**config.mk**
```make
export PLATFORM = sky130hd
export DESIGN_NAME = spc_port_cfg
export DESIGN_NICKNAME = d
export VERILOG_FILES = /design/src/rtl/spc_pkg.sv /design/src/rtl/spc_fltr_if.sv /design/src/rtl/spc_port_cfg.sv /design/src/rtl/spc_glitch_fltr.sv
export SDC_FILE = /design/constraint.sdc
export NUM_CORES = 1
export LEC_CHECK = 0
export BUFFER_PORTS_ARGS = -buffer_cell sky130_fd_sc_hd__buf_2
export CORE_ASPECT_RATIO = 1.1
export CORE_MARGIN = 8
export CORE_UTILIZATION = 55
export DETAILED_ROUTE_END_ITERATION = 8
export GPL_TIMING_DRIVEN = 0
export PLACE_DENSITY_LB_ADDON = 0.12
export SLEW_MARGIN = 20
export SYNTH_ARGS = -nofsm -noshare
export SYNTH_HDL_FRONTEND = slang
export SYNTH_SLANG_ARGS = --single-unit
```
**constraint.sdc**
```tcl
create_clock -name ref_clk -period 5 [get_ports ref_clk]
set_input_delay 1 -clock ref_clk [delete_from_list [all_inputs] [get_ports ref_clk]]
set_output_delay 1 -clock ref_clk [all_outputs]
set_load 0.01 [all_outputs]
```
**src/rtl/spc_pkg.sv**
```systemverilog
// Purpose: Shared constants and types for the serial port config block
// Assumes: 8-bit configuration registers, 250 MHz system clock
// Notes:   Register offsets are relative to SPC_BASE in the CSR space
package spc_pkg;

  // ---------------------------------------------------------------
  // Port modes and rate grades
  // ---------------------------------------------------------------
  localparam logic [1:0] MODE_OFF      = 2'h0;
  localparam logic [1:0] MODE_I2C      = 2'h1;
  localparam logic [1:0] MODE_SPI      = 2'h2;
  localparam logic [1:0] RATE_STD      = 2'h0;
  localparam logic [1:0] RATE_FAST_LV  = 2'h1;
  localparam logic [1:0] RATE_RSVD     = 2'h2;
  localparam logic [1:0] RATE_FPLUS    = 2'h3;

  // ---------------------------------------------------------------
  // Register map
  // ---------------------------------------------------------------
  localparam logic [31:0] SPC_BASE     = 32'h0000_0100;
  localparam logic [31:0] OFF_RATE     = 32'h0000_0000;
  localparam logic [31:0] OFF_DELAY    = 32'h0000_0001;
  localparam logic [31:0] OFF_TADDR    = 32'h0000_0002;
  localparam logic [31:0] OFF_GLOBAL   = 32'h0000_0003;

  // Field positions
  localparam int RATE_LSB      = 4;
  localparam int FLTR_LSB      = 0;
  localparam int ONE_DLY_LSB   = 4;
  localparam int ZERO_DLY_LSB  = 0;
  localparam int ASIZE_BIT     = 2;
  localparam int MODE_LSB      = 0;

  // Values after reset
  localparam logic [1:0] RST_RATE      = 2'h0;
  localparam logic [3:0] RST_FLTR      = 4'h1;
  localparam logic [3:0] RST_ONE_DLY   = 4'h4;
  localparam logic [3:0] RST_ZERO_DLY  = 4'h4;
  localparam logic [6:0] RST_TADDR     = 7'h09;
  localparam logic       RST_ASIZE     = 1'b0;
  localparam logic [1:0] RST_MODE      = 2'h1;

  // Cycle counts
  localparam logic [1:0] STRAP_CAP_CYC = 2'h3;
  localparam logic [3:0] BYTE_BITS     = 4'h8;

  typedef enum logic [3:0] {
    ST_IDLE, ST_DEV, ST_ACK_DEV, ST_REG, ST_ACK_REG,
    ST_WR, ST_ACK_WR, ST_RD, ST_RACK
  } spc_state_t;

endpackage

```
**src/rtl/spc_fltr_if.sv**
```systemverilog
// Purpose: Carrier between the port logic and one glitch filter
// Assumes: All signals on ref_clk
// Notes:   One instance per filtered input
`timescale 1ns/1ps
interface spc_fltr_if;
  logic [3:0] len;
  logic       raw;
  logic       clean;
  modport filt (input len, input raw, output clean);
  modport user (output len, output raw, input clean);
endinterface

```
**src/rtl/spc_port_cfg.sv**
```systemverilog
// Purpose: Serial target port: mode select, config registers and
//          a two-wire target engine that reaches them
// Assumes: scl/sda/strap pins are asynchronous; other inputs ref_clk
// Notes:   SPI framing lives elsewhere; only its data output is muxed
`timescale 1ns/1ps
// Behaviour
// - Rate field steers only pad slew/drive
// - Rate codes map to voltage/speed grades
// - Spike filter on clock and data inputs
// - One bit output delayed 8x field
// - Zero bit output delayed 8x field
// - Acknowledge only matching 7-bit target address
// - Address low bits from OTP or straps
// - Address size bit picks one or two bytes
// - Page bits complete 32-bit CSR address
// - Mode field: off, two-wire, SPI, reserved
// - Status pin becomes SPI data in 4-wire
module spc_port_cfg (
  input  wire logic        ref_clk,
  input  wire logic        rst_n,
  input  wire logic        ce,
  input  wire logic        scl_i,
  input  wire logic        sda_i,
  output logic             sda_o,
  output logic             sda_oe,
  input  wire logic [1:0]  strap_i,
  input  wire logic        strap_en,
  input  wire logic [1:0]  otp_addr_lo,
  input  wire logic [31:0] page_base,
  input  wire logic        spi_3wire,
  input  wire logic        spi_sdo,
  input  wire logic        status_bit,
  output logic             sdo_o,
  output logic             sdo_oe,
  output logic [1:0]       slew_grade,
  output logic [1:0]       port_mode,
  output logic             addr_two_byte,
  output logic [31:0]      csr_addr
);
  import spc_pkg::*;

  logic             scl_s1_q, scl_s2_q, sda_s1_q, sda_s2_q;
  logic [1:0]       strap_s1_q, strap_s2_q;
  logic             scl_p_q, sda_p_q;
  logic [1:0]       rate_q, mode_q, cap_cnt_q;
  logic [3:0]       fltr_q, one_dly_q, zero_dly_q, bitcnt_q;
  logic [6:0]       taddr_q, dly_q;
  logic             asize_q, cap_done_q;
  spc_state_t       st_q;
  logic [7:0]       sh_q, tx_q, ahi_q, wr_data_q, rd_next;
  logic [31:0]      ptr_q, wr_addr_q;
  logic             rw_q, first_q, more_q, nack_q, wr_q;
  logic             req_q, req_bit_q, pend_v_q, pend_bit_q;
  logic             sda_o_q, sda_oe_q, sdo_o_q, sdo_oe_q;
  logic [1:0]       slew_q;
  logic             scl_c, sda_c, rise, fall, start, stop;

  spc_fltr_if scl_if ();
  spc_fltr_if sda_if ();

  // ---------------------------------------------------------------
  // Input synchronisers and spike filters
  // ---------------------------------------------------------------
  always_ff @(posedge ref_clk or negedge rst_n) begin
    if (!rst_n) begin
      scl_s1_q   <= 1'b1;
      scl_s2_q   <= 1'b1;
      sda_s1_q   <= 1'b1;
      sda_s2_q   <= 1'b1;
      strap_s1_q <= 2'h0;
      strap_s2_q <= 2'h0;
    end else if (ce) begin
      scl_s1_q   <= scl_i;
      scl_s2_q   <= scl_s1_q;
      sda_s1_q   <= sda_i;
      sda_s2_q   <= sda_s1_q;
      strap_s1_q <= strap_i;
      strap_s2_q <= strap_s1_q;
    end
  end

  assign scl_if.raw = scl_s2_q;
  assign scl_if.len = fltr_q;
  assign sda_if.raw = sda_s2_q;
  assign sda_if.len = fltr_q;

  spc_glitch_fltr u_scl_fltr (
    .ref_clk (ref_clk),
    .rst_n   (rst_n),
    .ce      (ce),
    .fif     (scl_if.filt)
  );

  spc_glitch_fltr u_sda_fltr (
    .ref_clk (ref_clk),
    .rst_n   (rst_n),
    .ce      (ce),
    .fif     (sda_if.filt)
  );

  always_ff @(posedge ref_clk or negedge rst_n) begin
    if (!rst_n) begin
      scl_p_q <= 1'b1;
      sda_p_q <= 1'b1;
    end else if (ce) begin
      scl_p_q <= scl_c;
      sda_p_q <= sda_c;
    end
  end

  assign scl_c = scl_if.clean;
  assign sda_c = sda_if.clean;
  assign rise  = scl_c & ~scl_p_q;
  assign fall  = ~scl_c & scl_p_q;
  assign start = scl_c & scl_p_q & sda_p_q & ~sda_c;
  assign stop  = scl_c & scl_p_q & ~sda_p_q & sda_c;

  // ---------------------------------------------------------------
  // Register readback and address forming
  // ---------------------------------------------------------------
  function automatic logic [7:0] rd_reg(input logic [31:0] a);
    // Unmapped locations read as zero, as do reserved bits
    if (a == SPC_BASE + OFF_RATE) begin
      rd_reg = {2'h0, rate_q, fltr_q};
    end else if (a == SPC_BASE + OFF_DELAY) begin
      rd_reg = {one_dly_q, zero_dly_q};
    end else if (a == SPC_BASE + OFF_TADDR) begin
      rd_reg = {1'b0, taddr_q};
    end else if (a == SPC_BASE + OFF_GLOBAL) begin
      rd_reg = {5'h00, asize_q, mode_q};
    end else begin
      rd_reg = 8'h00;
    end
  endfunction

  function automatic logic [31:0] mk_addr(input logic [7:0] hi,
                                          input logic [7:0] lo);
    if (asize_q) begin
      mk_addr = {page_base[31:16], hi, lo};
    end else begin
      mk_addr = {page_base[31:8], lo};
    end
  endfunction

  assign rd_next = rd_reg(ptr_q + 32'h1);

  // ---------------------------------------------------------------
  // Two-wire target engine
  // ---------------------------------------------------------------
  always_ff @(posedge ref_clk or negedge rst_n) begin
    if (!rst_n) begin
      st_q      <= ST_IDLE;
      bitcnt_q  <= 4'h0;
      sh_q      <= 8'h00;
      tx_q      <= 8'h00;
      ahi_q     <= 8'h00;
      ptr_q     <= 32'h0;
      rw_q      <= 1'b0;
      first_q   <= 1'b0;
      more_q    <= 1'b0;
      nack_q    <= 1'b0;
      wr_q      <= 1'b0;
      wr_addr_q <= 32'h0;
      wr_data_q <= 8'h00;
      req_q     <= 1'b0;
      req_bit_q <= 1'b1;
    end else if (ce) begin
      req_q <= 1'b0;
      wr_q  <= 1'b0;
      if (mode_q != MODE_I2C || stop) begin
        if (st_q != ST_IDLE) begin
          req_q     <= 1'b1;
          req_bit_q <= 1'b1;
        end
        st_q <= ST_IDLE;
      end else if (start) begin
        st_q     <= ST_DEV;
        bitcnt_q <= 4'h0;
        if (st_q != ST_IDLE) begin
          req_q     <= 1'b1;
          req_bit_q <= 1'b1;
        end
      end else if (rise) begin
        if (st_q == ST_RACK) begin
          nack_q <= sda_c;
        end else if (bitcnt_q < BYTE_BITS) begin
          sh_q     <= {sh_q[6:0], sda_c};
          bitcnt_q <= bitcnt_q + 4'h1;
        end
      end else if (fall) begin
        req_q     <= 1'b1;
        req_bit_q <= 1'b1;
        case (st_q)
          ST_DEV: begin
            if (bitcnt_q != BYTE_BITS) begin
              req_q <= 1'b0;
            end else if (sh_q[7:1] == taddr_q) begin
              rw_q      <= sh_q[0];
              req_bit_q <= 1'b0;
              st_q      <= ST_ACK_DEV;
            end else begin
              req_q <= 1'b0;
              st_q  <= ST_IDLE;
            end
          end
          ST_ACK_DEV: begin
            bitcnt_q <= 4'h0;
            if (rw_q) begin
              tx_q      <= rd_reg(ptr_q);
              req_bit_q <= rd_reg(ptr_q) >> 7 != 8'h00;
              st_q      <= ST_RD;
            end else begin
              first_q <= 1'b1;
              st_q    <= ST_REG;
            end
          end
          ST_REG: begin
            if (bitcnt_q != BYTE_BITS) begin
              req_q <= 1'b0;
            end else begin
              more_q    <= asize_q & first_q;
              first_q   <= 1'b0;
              ahi_q     <= sh_q;
              if (!(asize_q & first_q)) begin
                ptr_q <= mk_addr(ahi_q, sh_q);
              end
              req_bit_q <= 1'b0;
              st_q      <= ST_ACK_REG;
            end
          end
          ST_ACK_REG: begin
            bitcnt_q <= 4'h0;
            st_q     <= more_q ? ST_REG : ST_WR;
          end
          ST_WR: begin
            if (bitcnt_q != BYTE_BITS) begin
              req_q <= 1'b0;
            end else begin
              wr_q      <= 1'b1;
              wr_addr_q <= ptr_q;
              wr_data_q <= sh_q;
              ptr_q     <= ptr_q + 32'h1;
              req_bit_q <= 1'b0;
              st_q      <= ST_ACK_WR;
            end
          end
          ST_ACK_WR: begin
            bitcnt_q <= 4'h0;
            st_q     <= ST_WR;
          end
          ST_RD: begin
            if (bitcnt_q == BYTE_BITS) begin
              st_q <= ST_RACK;
            end else begin
              tx_q      <= {tx_q[6:0], 1'b0};
              req_bit_q <= tx_q[6];
            end
          end
          ST_RACK: begin
            if (nack_q) begin
              st_q <= ST_IDLE;
            end else begin
              ptr_q     <= ptr_q + 32'h1;
              tx_q      <= rd_next;
              req_bit_q <= rd_next[7];
              bitcnt_q  <= 4'h0;
              st_q      <= ST_RD;
            end
          end
          default: begin
            req_q <= 1'b0;
          end
        endcase
      end
    end
  end

  // ---------------------------------------------------------------
  // Output delay after the clock falls; set by register alone, so the
  // rate grade never bends protocol timing
  // ---------------------------------------------------------------
  always_ff @(posedge ref_clk or negedge rst_n) begin
    if (!rst_n) begin
      pend_v_q   <= 1'b0;
      pend_bit_q <= 1'b1;
      dly_q      <= 7'h00;
      sda_o_q    <= 1'b0;
      sda_oe_q   <= 1'b0;
    end else if (ce) begin
      sda_o_q <= 1'b0;
      if (mode_q != MODE_I2C) begin
        // Leaving two-wire mode drops any pending pull at once
        pend_v_q <= 1'b0;
        sda_oe_q <= 1'b0;
      end else if (req_q) begin
        pend_v_q   <= 1'b1;
        pend_bit_q <= req_bit_q;
        if (req_bit_q) begin
          dly_q <= {one_dly_q, 3'h0};
        end else begin
          dly_q <= {zero_dly_q, 3'h0};
        end
      end else if (pend_v_q) begin
        if (dly_q == 7'h00) begin
          sda_oe_q <= ~pend_bit_q;
          pend_v_q <= 1'b0;
        end else begin
          dly_q <= dly_q - 7'h01;
        end
      end
    end
  end

  // ---------------------------------------------------------------
  // Configuration registers and strap capture
  // ---------------------------------------------------------------
  always_ff @(posedge ref_clk or negedge rst_n) begin
    if (!rst_n) begin
      rate_q     <= RST_RATE;
      fltr_q     <= RST_FLTR;
      one_dly_q  <= RST_ONE_DLY;
      zero_dly_q <= RST_ZERO_DLY;
      taddr_q    <= RST_TADDR;
      asize_q    <= RST_ASIZE;
      mode_q     <= RST_MODE;
      cap_cnt_q  <= 2'h0;
      cap_done_q <= 1'b0;
    end else if (ce) begin
      if (!cap_done_q) begin
        cap_cnt_q <= cap_cnt_q + 2'h1;
        if (cap_cnt_q == STRAP_CAP_CYC) begin
          // Straps settle through the synchroniser before capture
          taddr_q[1:0] <= strap_en ? strap_s2_q : otp_addr_lo;
          cap_done_q   <= 1'b1;
        end
      end
      if (wr_q) begin
        if (wr_addr_q == SPC_BASE + OFF_RATE) begin
          rate_q <= wr_data_q[RATE_LSB +: 2];
          fltr_q <= wr_data_q[FLTR_LSB +: 4];
        end else if (wr_addr_q == SPC_BASE + OFF_DELAY) begin
          one_dly_q  <= wr_data_q[ONE_DLY_LSB +: 4];
          zero_dly_q <= wr_data_q[ZERO_DLY_LSB +: 4];
        end else if (wr_addr_q == SPC_BASE + OFF_TADDR) begin
          taddr_q[6:2] <= wr_data_q[6:2];
        end else if (wr_addr_q == SPC_BASE + OFF_GLOBAL) begin
          asize_q <= wr_data_q[ASIZE_BIT];
          mode_q  <= wr_data_q[MODE_LSB +: 2];
        end
      end
    end
  end

  // ---------------------------------------------------------------
  // Pad controls and status pin
  // ---------------------------------------------------------------
  always_ff @(posedge ref_clk or negedge rst_n) begin
    if (!rst_n) begin
      slew_q   <= RATE_STD;
      sdo_o_q  <= 1'b0;
      sdo_oe_q <= 1'b0;
    end else if (ce) begin
      // Reserved grade falls back to the weakest drive
      slew_q <= (rate_q == RATE_RSVD) ? RATE_STD : rate_q;
      sdo_oe_q <= (mode_q == MODE_I2C) || (mode_q == MODE_SPI);
      if (mode_q == MODE_SPI && !spi_3wire) begin
        sdo_o_q <= spi_sdo;
      end else begin
        sdo_o_q <= status_bit;
      end
    end
  end

  assign sda_o         = sda_o_q;
  assign sda_oe        = sda_oe_q;
  assign sdo_o         = sdo_o_q;
  assign sdo_oe        = sdo_oe_q;
  assign slew_grade    = slew_q;
  assign port_mode     = mode_q;
  assign addr_two_byte = asize_q;
  assign csr_addr      = ptr_q;

endmodule

```
**src/rtl/spc_glitch_fltr.sv**
```systemverilog
// Purpose: Digital spike filter for one synchronised input
// Assumes: raw already passed a two-stage synchroniser
// Notes:   Length zero passes the input with one flop of latency
`timescale 1ns/1ps
module spc_glitch_fltr (
  input  wire logic   ref_clk,
  input  wire logic   rst_n,
  input  wire logic   ce,
  spc_fltr_if.filt    fif
);
  import spc_pkg::*;

  logic [3:0] cnt_q;
  logic       clean_q;

  assign fif.clean = clean_q;

  // ---------------------------------------------------------------
  // Accept a new level only after it held for len cycles
  // ---------------------------------------------------------------
  always_ff @(posedge ref_clk or negedge rst_n) begin
    if (!rst_n) begin
      cnt_q   <= 4'h0;
      clean_q <= 1'b1;
    end else if (ce) begin
      if (fif.raw == clean_q) begin
        cnt_q <= 4'h0;
      end else if ((cnt_q + 4'h1) >= fif.len) begin
        clean_q <= fif.raw;
        cnt_q   <= 4'h0;
      end else begin
        cnt_q <= cnt_q + 4'h1;
      end
    end
  end

endmodule

```
-- Word level (Yosys, flattened, before mapping)
Index checks and enable logic that the tools add are counted.
- $add $sub $neg: 6
- $lt $le $gt $ge: 3
- equal/unequal tests: 47
- muxes and demuxes: 88
- bitwise gates (word level): 25
- reductions and logical operators: 41
- operators with widths (operator ; number):
    $eq 32x9->1 const B ; 12
    $mux 32 ; 4
    $pmux 32 s3 ; 1
    $mux 4 ; 18
    $mux 7 ; 9
    $mux 1 ; 37
    $add 32x1->32 const B ; 1
    $mux 8 ; 4
    $pmux 4 s8 ; 1
    $reduce_and 8->1 ; 3
    $pmux 7 s3 ; 1
    $reduce_and 7->1 ; 3
    $ne 4x4->1 const B ; 5
    $reduce_and 3->1 ; 6
    $not 1->1 ; 17
    $eq 4x3->1 const B ; 4
    $mux 16 ; 1
    $ne 2x2->1 const B ; 8
    $mux 3 ; 5
    $add 4x1->4 const B ; 3
    $reduce_and 4->1 ; 3
    $reduce_and 6->1 ; 2
    $reduce_bool 3->1 ; 4
    $reduce_and 10->1 ; 1
    other kinds (33) ; 57
- register bits: 171
- bits of input ports: 45
- output and inout bits: 41
- logic and storage cells: 254

-- Longest topological paths before layout
- depth after elaboration: 12
- gate-level depth with buffers: 11
- depth with buffers taken out: 9

-- By module
A second synthesis with hierarchy kept.
- cells, all modules: 1080
- area, all modules: 10233.6 um2
- by module, submodules not included (module ; times used ; cells each ; area an instance (um2) ; sequential area each (um2)):
    spc_port_cfg ; 1 ; 1002 ; 9497.9 ; 4046.4
    spc_glitch_fltr ; 2 ; 39 ; 367.9 ; 126.4

-- Least setup slack after synthesis
OpenSTA, ideal clock, no wires.
- kind: register -> register
- start point: reg ptr_q[17] (netlist: csr_addr[17])
- end point: reg req_bit_q
- arrival: 2580 ps
- path slack: 2330 ps
- cell stages (with the launch flop): 10
- buffers on the path: 2
- clock period less this slack: 2670 ps
- cell sequence: dfrtp_1 > buf_2 > nand4_2 > or4_1 > or4_1 > xor2_1 > nand4_1 > or2_2 > buf_2 > o32ai_2
- longest elaborated chain between the ends: 10
- ends and longest elaborated chain (what ; RTL line ; RTL):
    start: declaration ; spc_port_cfg.sv:51 ; logic [31:0] ptr_q, wr_addr_q;
    start signal: assignment ; spc_port_cfg.sv:225 ; ptr_q <= mk_addr(ahi_q, sh_q);
    start signal: assignment ; spc_port_cfg.sv:242 ; ptr_q <= ptr_q + 32'h1;
    start signal: assignment ; spc_port_cfg.sv:263 ; ptr_q <= ptr_q + 32'h1;
    $add 32x1->32 ; spc_port_cfg.sv:145 ; assign rd_next = rd_reg(ptr_q + 32'h1);
    $eq 32x9->1 ; spc_port_cfg.sv:125 ; end else if (a == SPC_BASE + OFF_DELAY) begin
    $mux 8 ; spc_port_cfg.sv:125 ;
    $mux 8 ; spc_port_cfg.sv:123 ; if (a == SPC_BASE + OFF_RATE) begin
    $mux 1 ; spc_port_cfg.sv:260 ; if (nack_q) begin
    $pmux 1 s5 (*) ; spc_port_cfg.sv:193 ; case (st_q)
    $mux 1 (*) ; spc_port_cfg.sv:190 ; end else if (fall) begin
    $mux 1 (*) ; spc_port_cfg.sv:183 ; end else if (rise) begin
    $mux 1 (*) ; spc_port_cfg.sv:176 ; end else if (start) begin
    $mux 1 (*) ; spc_port_cfg.sv:170 ; if (mode_q != MODE_I2C || stop) begin
    end signal: assignment ; spc_port_cfg.sv:256 ; req_bit_q <= tx_q[6];
    end signal: assignment ; spc_port_cfg.sv:265 ; req_bit_q <= rd_next[7];
    end: declaration ; spc_port_cfg.sv:53 ; logic req_q, req_bit_q, pend_v_q, pend_bit_q;
Mark *: on every way between the ends. The rest lies on a longest branch, timed or not. The select of a mux whose other input is x is not followed.
A chain may end at the register's enable or synchronous reset.

-- Worst setup path in the final report
- start point: reg ptr_q[1] (netlist: csr_addr[1])
- end point: reg req_bit_q
The elaborated chain is that of the path after synthesis.

==> summary.md <==
| Metric | Value |
|---|---|
| Placer Congestion | 1.00 |
| Dominant combinational cell family by area after synthesis | simple AND/OR/NAND/NOR gates |
| Post-route antenna net violation count | 0 |
| Cell type contributing the most total cell area after synthesis | dfrtp_1 |
| Post-synthesis share of cell area spent on full adders, half adders and majority gates | 3.12% |
| Antenna violations before repair | 0 |
| Share of final-layout standard cells stronger than drive strength 1 | 21.4% |
| Number of max-capacitance violations reported | 0 |
| Number of sinks on the clock net | 171 |
| Register bit count reported by yosys | 171 |
| Crit path required time | 5350 ps |
| Horiz. Die Dim | 145 um |
| Worst skew pair latency | 440 ps |
| Largest stage delay, worst path | 680 ps |
| Achievable frequency | 286 MHz |
| Final Instance Count excl. Fillers | 1,405 |
| # diodes | 0 |
| Element type at the critical path end | flip-flop |
| Count of cells resized by post-cts repair | 0 |
| Total instance count after detailed placement | 1,373 |
| R2R Path Start | csr_addr[1] |
| Leftover overflow at the end of global routing | 0 |
| Via count of the first global-routing pass | 8,447 |
| LEAKAGE | 5.15 nW |
| Max stage delay cell, worst path | nor4b_1 |
| Worst path most repeated cell | buf_2 |
| Number of vias in the routed layout | 8,597 |
| First-pass GRT wire length | 46,800 um |
| Maximum number of pins on one net before global-route repair | 70 |
| Int Pwr | 2.24 mW |
| Top cell family by delay on the critical path | simple AND/OR/NAND/NOR gates |
| Post-layout min period | 3500 ps |
| # rows | 52 |
| CP Max Fanout | 10 |
| Combinational power share | 6.0% |
| Critical Path Start | csr_addr[1] |
| Routed wire per std cell | 21.0 um |
| Max Root-Sink Buffers | 2 |
| Clock network power share | 45.3% |
| Net switching power | 759 uW |
| Parity-gate share of the synthesized area counting xor and xnor cells | 2.44% |
| Area share of the largest cell type after synthesis | 38.6% |
| Depth of the CTS H-tree | 4 |
| First DRT Iteration DRCs | 809 |
| Cell count after synthesis | 1,052 |
| Unique masters post-synth | 78 |
| Multiplexer share of the synthesized area | 12.4% |
| Total count of hold-check failures in the final report | 0 |
| Number of vias per cell | 6.12 |
| Critical path, cell by cell | ha_1 > and3_1 > nand2_1 > buf_2 > nor4b_1 > xnor2_1 > nand4_1 > or2_2 > buf_2 > o32ai_2 |
| Number of enable flip-flop cells after synthesis | 0 |
| Net count after synthesis | 1,122 |
| Outcome | finished clean |
| Critical path buffers and inverters | 2 |
| Compound-Gate Fraction of Synth Area | 16.4% |
| Critical path arrival | 3850 ps |
| Final cell utilization of the core | 62.7% |
| DRC violations left | 0 |
| Number of warnings reported in the yosys synthesis log | 0 |
| Height of the die | 158 um |
| Share of synthesized area occupied by flip-flops and latches | 42.8% |
| Register share of total power | 48.7% |
| CTS clk-pin slew, worst paths | 70 ps |
| Final number of setup-violating endpoints | 0 |
| Overall global routing resource usage | 26.9% |
| Area growth from synthesis to final layout | 13.4% |
| Number of buffers created by CTS | 17 |
| Total negative slack for setup checks | 0 ps |
| Maximum vdd drop | 0.000258 V |
| Number of iterations in the first detailed-routing pass | 6 |
| Synthesized-area fraction occupied by and/or/nand/nor cells | 18.3% |
| DIE AREA | 0.0228 sq mm |
| Async set-reset flop share out of synthesis | 100% |
| Ratio of total power to cell area | 264 mW/mm^2 |
| IO Pins | 86 |
| Main synth FF type | dfrtp_1 |
| Class of the most critical hold timing path | in -> async |
| CTS hold repair buffers | 0 |
| Final #Nets | 1,219 |
| Transition time at the pin with the least slew margin | 1100 ps |
| Area of the mapped netlist | 0.0100 sq mm |
| Estimated wirelength of the detail-placed design | 22,000 um |
| Clock Root Buffer | clkbuf_16 |
| TritonCTS clock tree | built |
| Switching part of the total power | 25.3% |
| Setup repair after global routing missed its margin | no |
| Syn Area/Cell | 9.54 sq um |
| Crit path kind | reg -> reg |
| Tcrit/Tclk final | 70.0% |
| Post-Route WL | 29,500 um |
| Dominant cells by area after synthesis | dfrtp_1 39%, mux2_2 8.6%, dfstp_2 4.2%, o21ai_0 4.1%, a21oi_1 3.7% |
| Post-CTS repair timing setup buffer count | 0 |
| Core footprint | 0.0182 sq mm |
| Max-slew headroom at the worst pin | 25.9% |
| Skew final | 10.6 ps |
| Number of buffers inserted by port buffering | 76 |
| Initial core utilization | 55.3% |
| Number of max-slew violations in the final report | 0 |
| Sort of element at the start of the critical path | flip-flop |
-- layer usage --
metal	GRT usage, %	up-vias	routed length [um]
met5	0	-	0
met4	13.1	0	1260
met3	5.01	78	1540
met2	44.5	301	14400
met1	33.1	4168	12400
li1	-	4050	-
-- power by group through the flow --
stage	combinational [mW]	sequential [mW]	clock, mW
after global placement	0.170	1.49	0
after global routing	0.210	1.47	1.43
final	0.180	1.46	1.36
after floorplan	0.106	1.47	0
after detailed placement	0.184	1.49	0
after CTS	0.183	1.46	1.38
-- worst paths after layout --
path,slack (ps),end,depth (start not counted)
worst max-delay path,1500,req_bit_q,10
worst min-delay path,460,bitcnt_q[3],1
worst max register to register,1500,req_bit_q,10
worst min register to register,470,cap_done_q,1
max in group asynchronous,3840,taddr_q[0],2
min in group ref_clk,470,cap_done_q,1
-- cells by family (layout without fill, tap and decap cells) --
| kind of cell | Yosys count | after routing |
|---|---|---|
| simple gates | 344 | 344 |
| xor+xnor | 28 | 28 |
| other cells | 1 | 1 |
| mux | 113 | 113 |
| compound gates | 263 | 263 |
| fa+ha+maj | 25 | 25 |
| flops | 171 | 171 |
| buf+inv | 107 | 217 |
-- synthesized netlist by cell type (4+ instances only) --
library cell,n
o22ai_1,8
a211oi_1,6
xnor2_1,13
and3_1,14
or2_2,4
a221oi_1,11
nor4_1,15
nand2_1,85
mux2_2,77
nor3b_1,5
nor3_1,19
inv_1,34
dfrtp_1,155
a22oi_1,8
o31ai_1,16
o21ai_0,83
o211ai_1,4
a21o_1,10
nand2b_1,11
or4_1,7
nor4b_1,4
or3_1,7
and4_1,8
ha_1,25
buf_2,22
a41oi_1,4
clkbuf_1,44
mux2_1,14
nand3_1,44
xor2_1,15
buf_1,4
mux2i_1,22
o21ai_1,5
nor2_1,60
nand4_1,23
a21oi_1,75
nor2b_1,15
dfstp_2,16
-- cell usage in the layout, fill, tap and decap left out, types with 10 or more instances in the layout --
cell	count
dfrtp_1	155
buf_2	97
nand2_1	85
o21ai_0	83
mux2_2	77
a21oi_1	75
nor2_1	60
nand3_1	44
clkbuf_1	44
inv_1	34
ha_1	25
nand4_1	23
mux2i_1	22
nor3_1	19
clkbuf_16	17
o31ai_1	16
dfstp_2	16
xor2_1	15
nor4_1	15
nor2b_1	15
and3_1	14
mux2_1	14
xnor2_1	13
nand2b_1	11
a221oi_1	11
a21o_1	10
-- metrics by stage --
stage	hold WS [ps]	setup slack [ps]	area, sq um	power [mW]
5_1_grt	472	1360	11400	3.11
3_5_place_dp	452	1660	10800	1.67
2_1_floorplan	428	2330	10000	1.58
3_3_place_gp	438	280	10700	1.66
4_1_cts	464	1650	11400	3.02
6_report	460	1500	11400	3.00
-- layout make-up --
cell class                      count  area [sq um]
Tap cell                          243           304
Clock inverter                     13           145
Sequential cell                   171          4300
Clock buffer                       19           453
Multi-Input combinational cell    774          5290
Timing Repair Buffer               78           445
Buffer                             73           317
Inverter                           34           128
Fill cell                        1574          6770
-- sequential cells by signal (all words and copies together), names as in the netlist, 2 cells and up --
| signal | count |
|---|---|
| csr_addr | 32 |
| taddr_q | 7 |
| sh_q | 8 |
| zero_dly_q | 4 |
| strap_s2_q | 2 |
| u_sda_fltr.cnt_q | 4 |
| cap_cnt_q | 2 |
| slew_grade | 2 |
| dly_q | 7 |
| rate_q | 2 |
| ahi_q | 8 |
| bitcnt_q | 4 |
| port_mode | 2 |
| strap_s1_q | 2 |
| u_scl_fltr.cnt_q | 4 |
| tx_q | 7 |
| wr_addr_q | 32 |
| fltr_q | 4 |
| one_dly_q | 4 |
| st_q | 4 |
| wr_data_q | 8 |
-- worst reg2reg max path: stages (launching register included) --
cell	delay (ps)
dfrtp_1	560
ha_1	400
and3_1	250
nand2_1	80
buf_2	200
nor4b_1	680
xnor2_1	200
nand4_1	270
or2_2	360
buf_2	170
o32ai_2	250
Power figures use the tool's default switching activity.
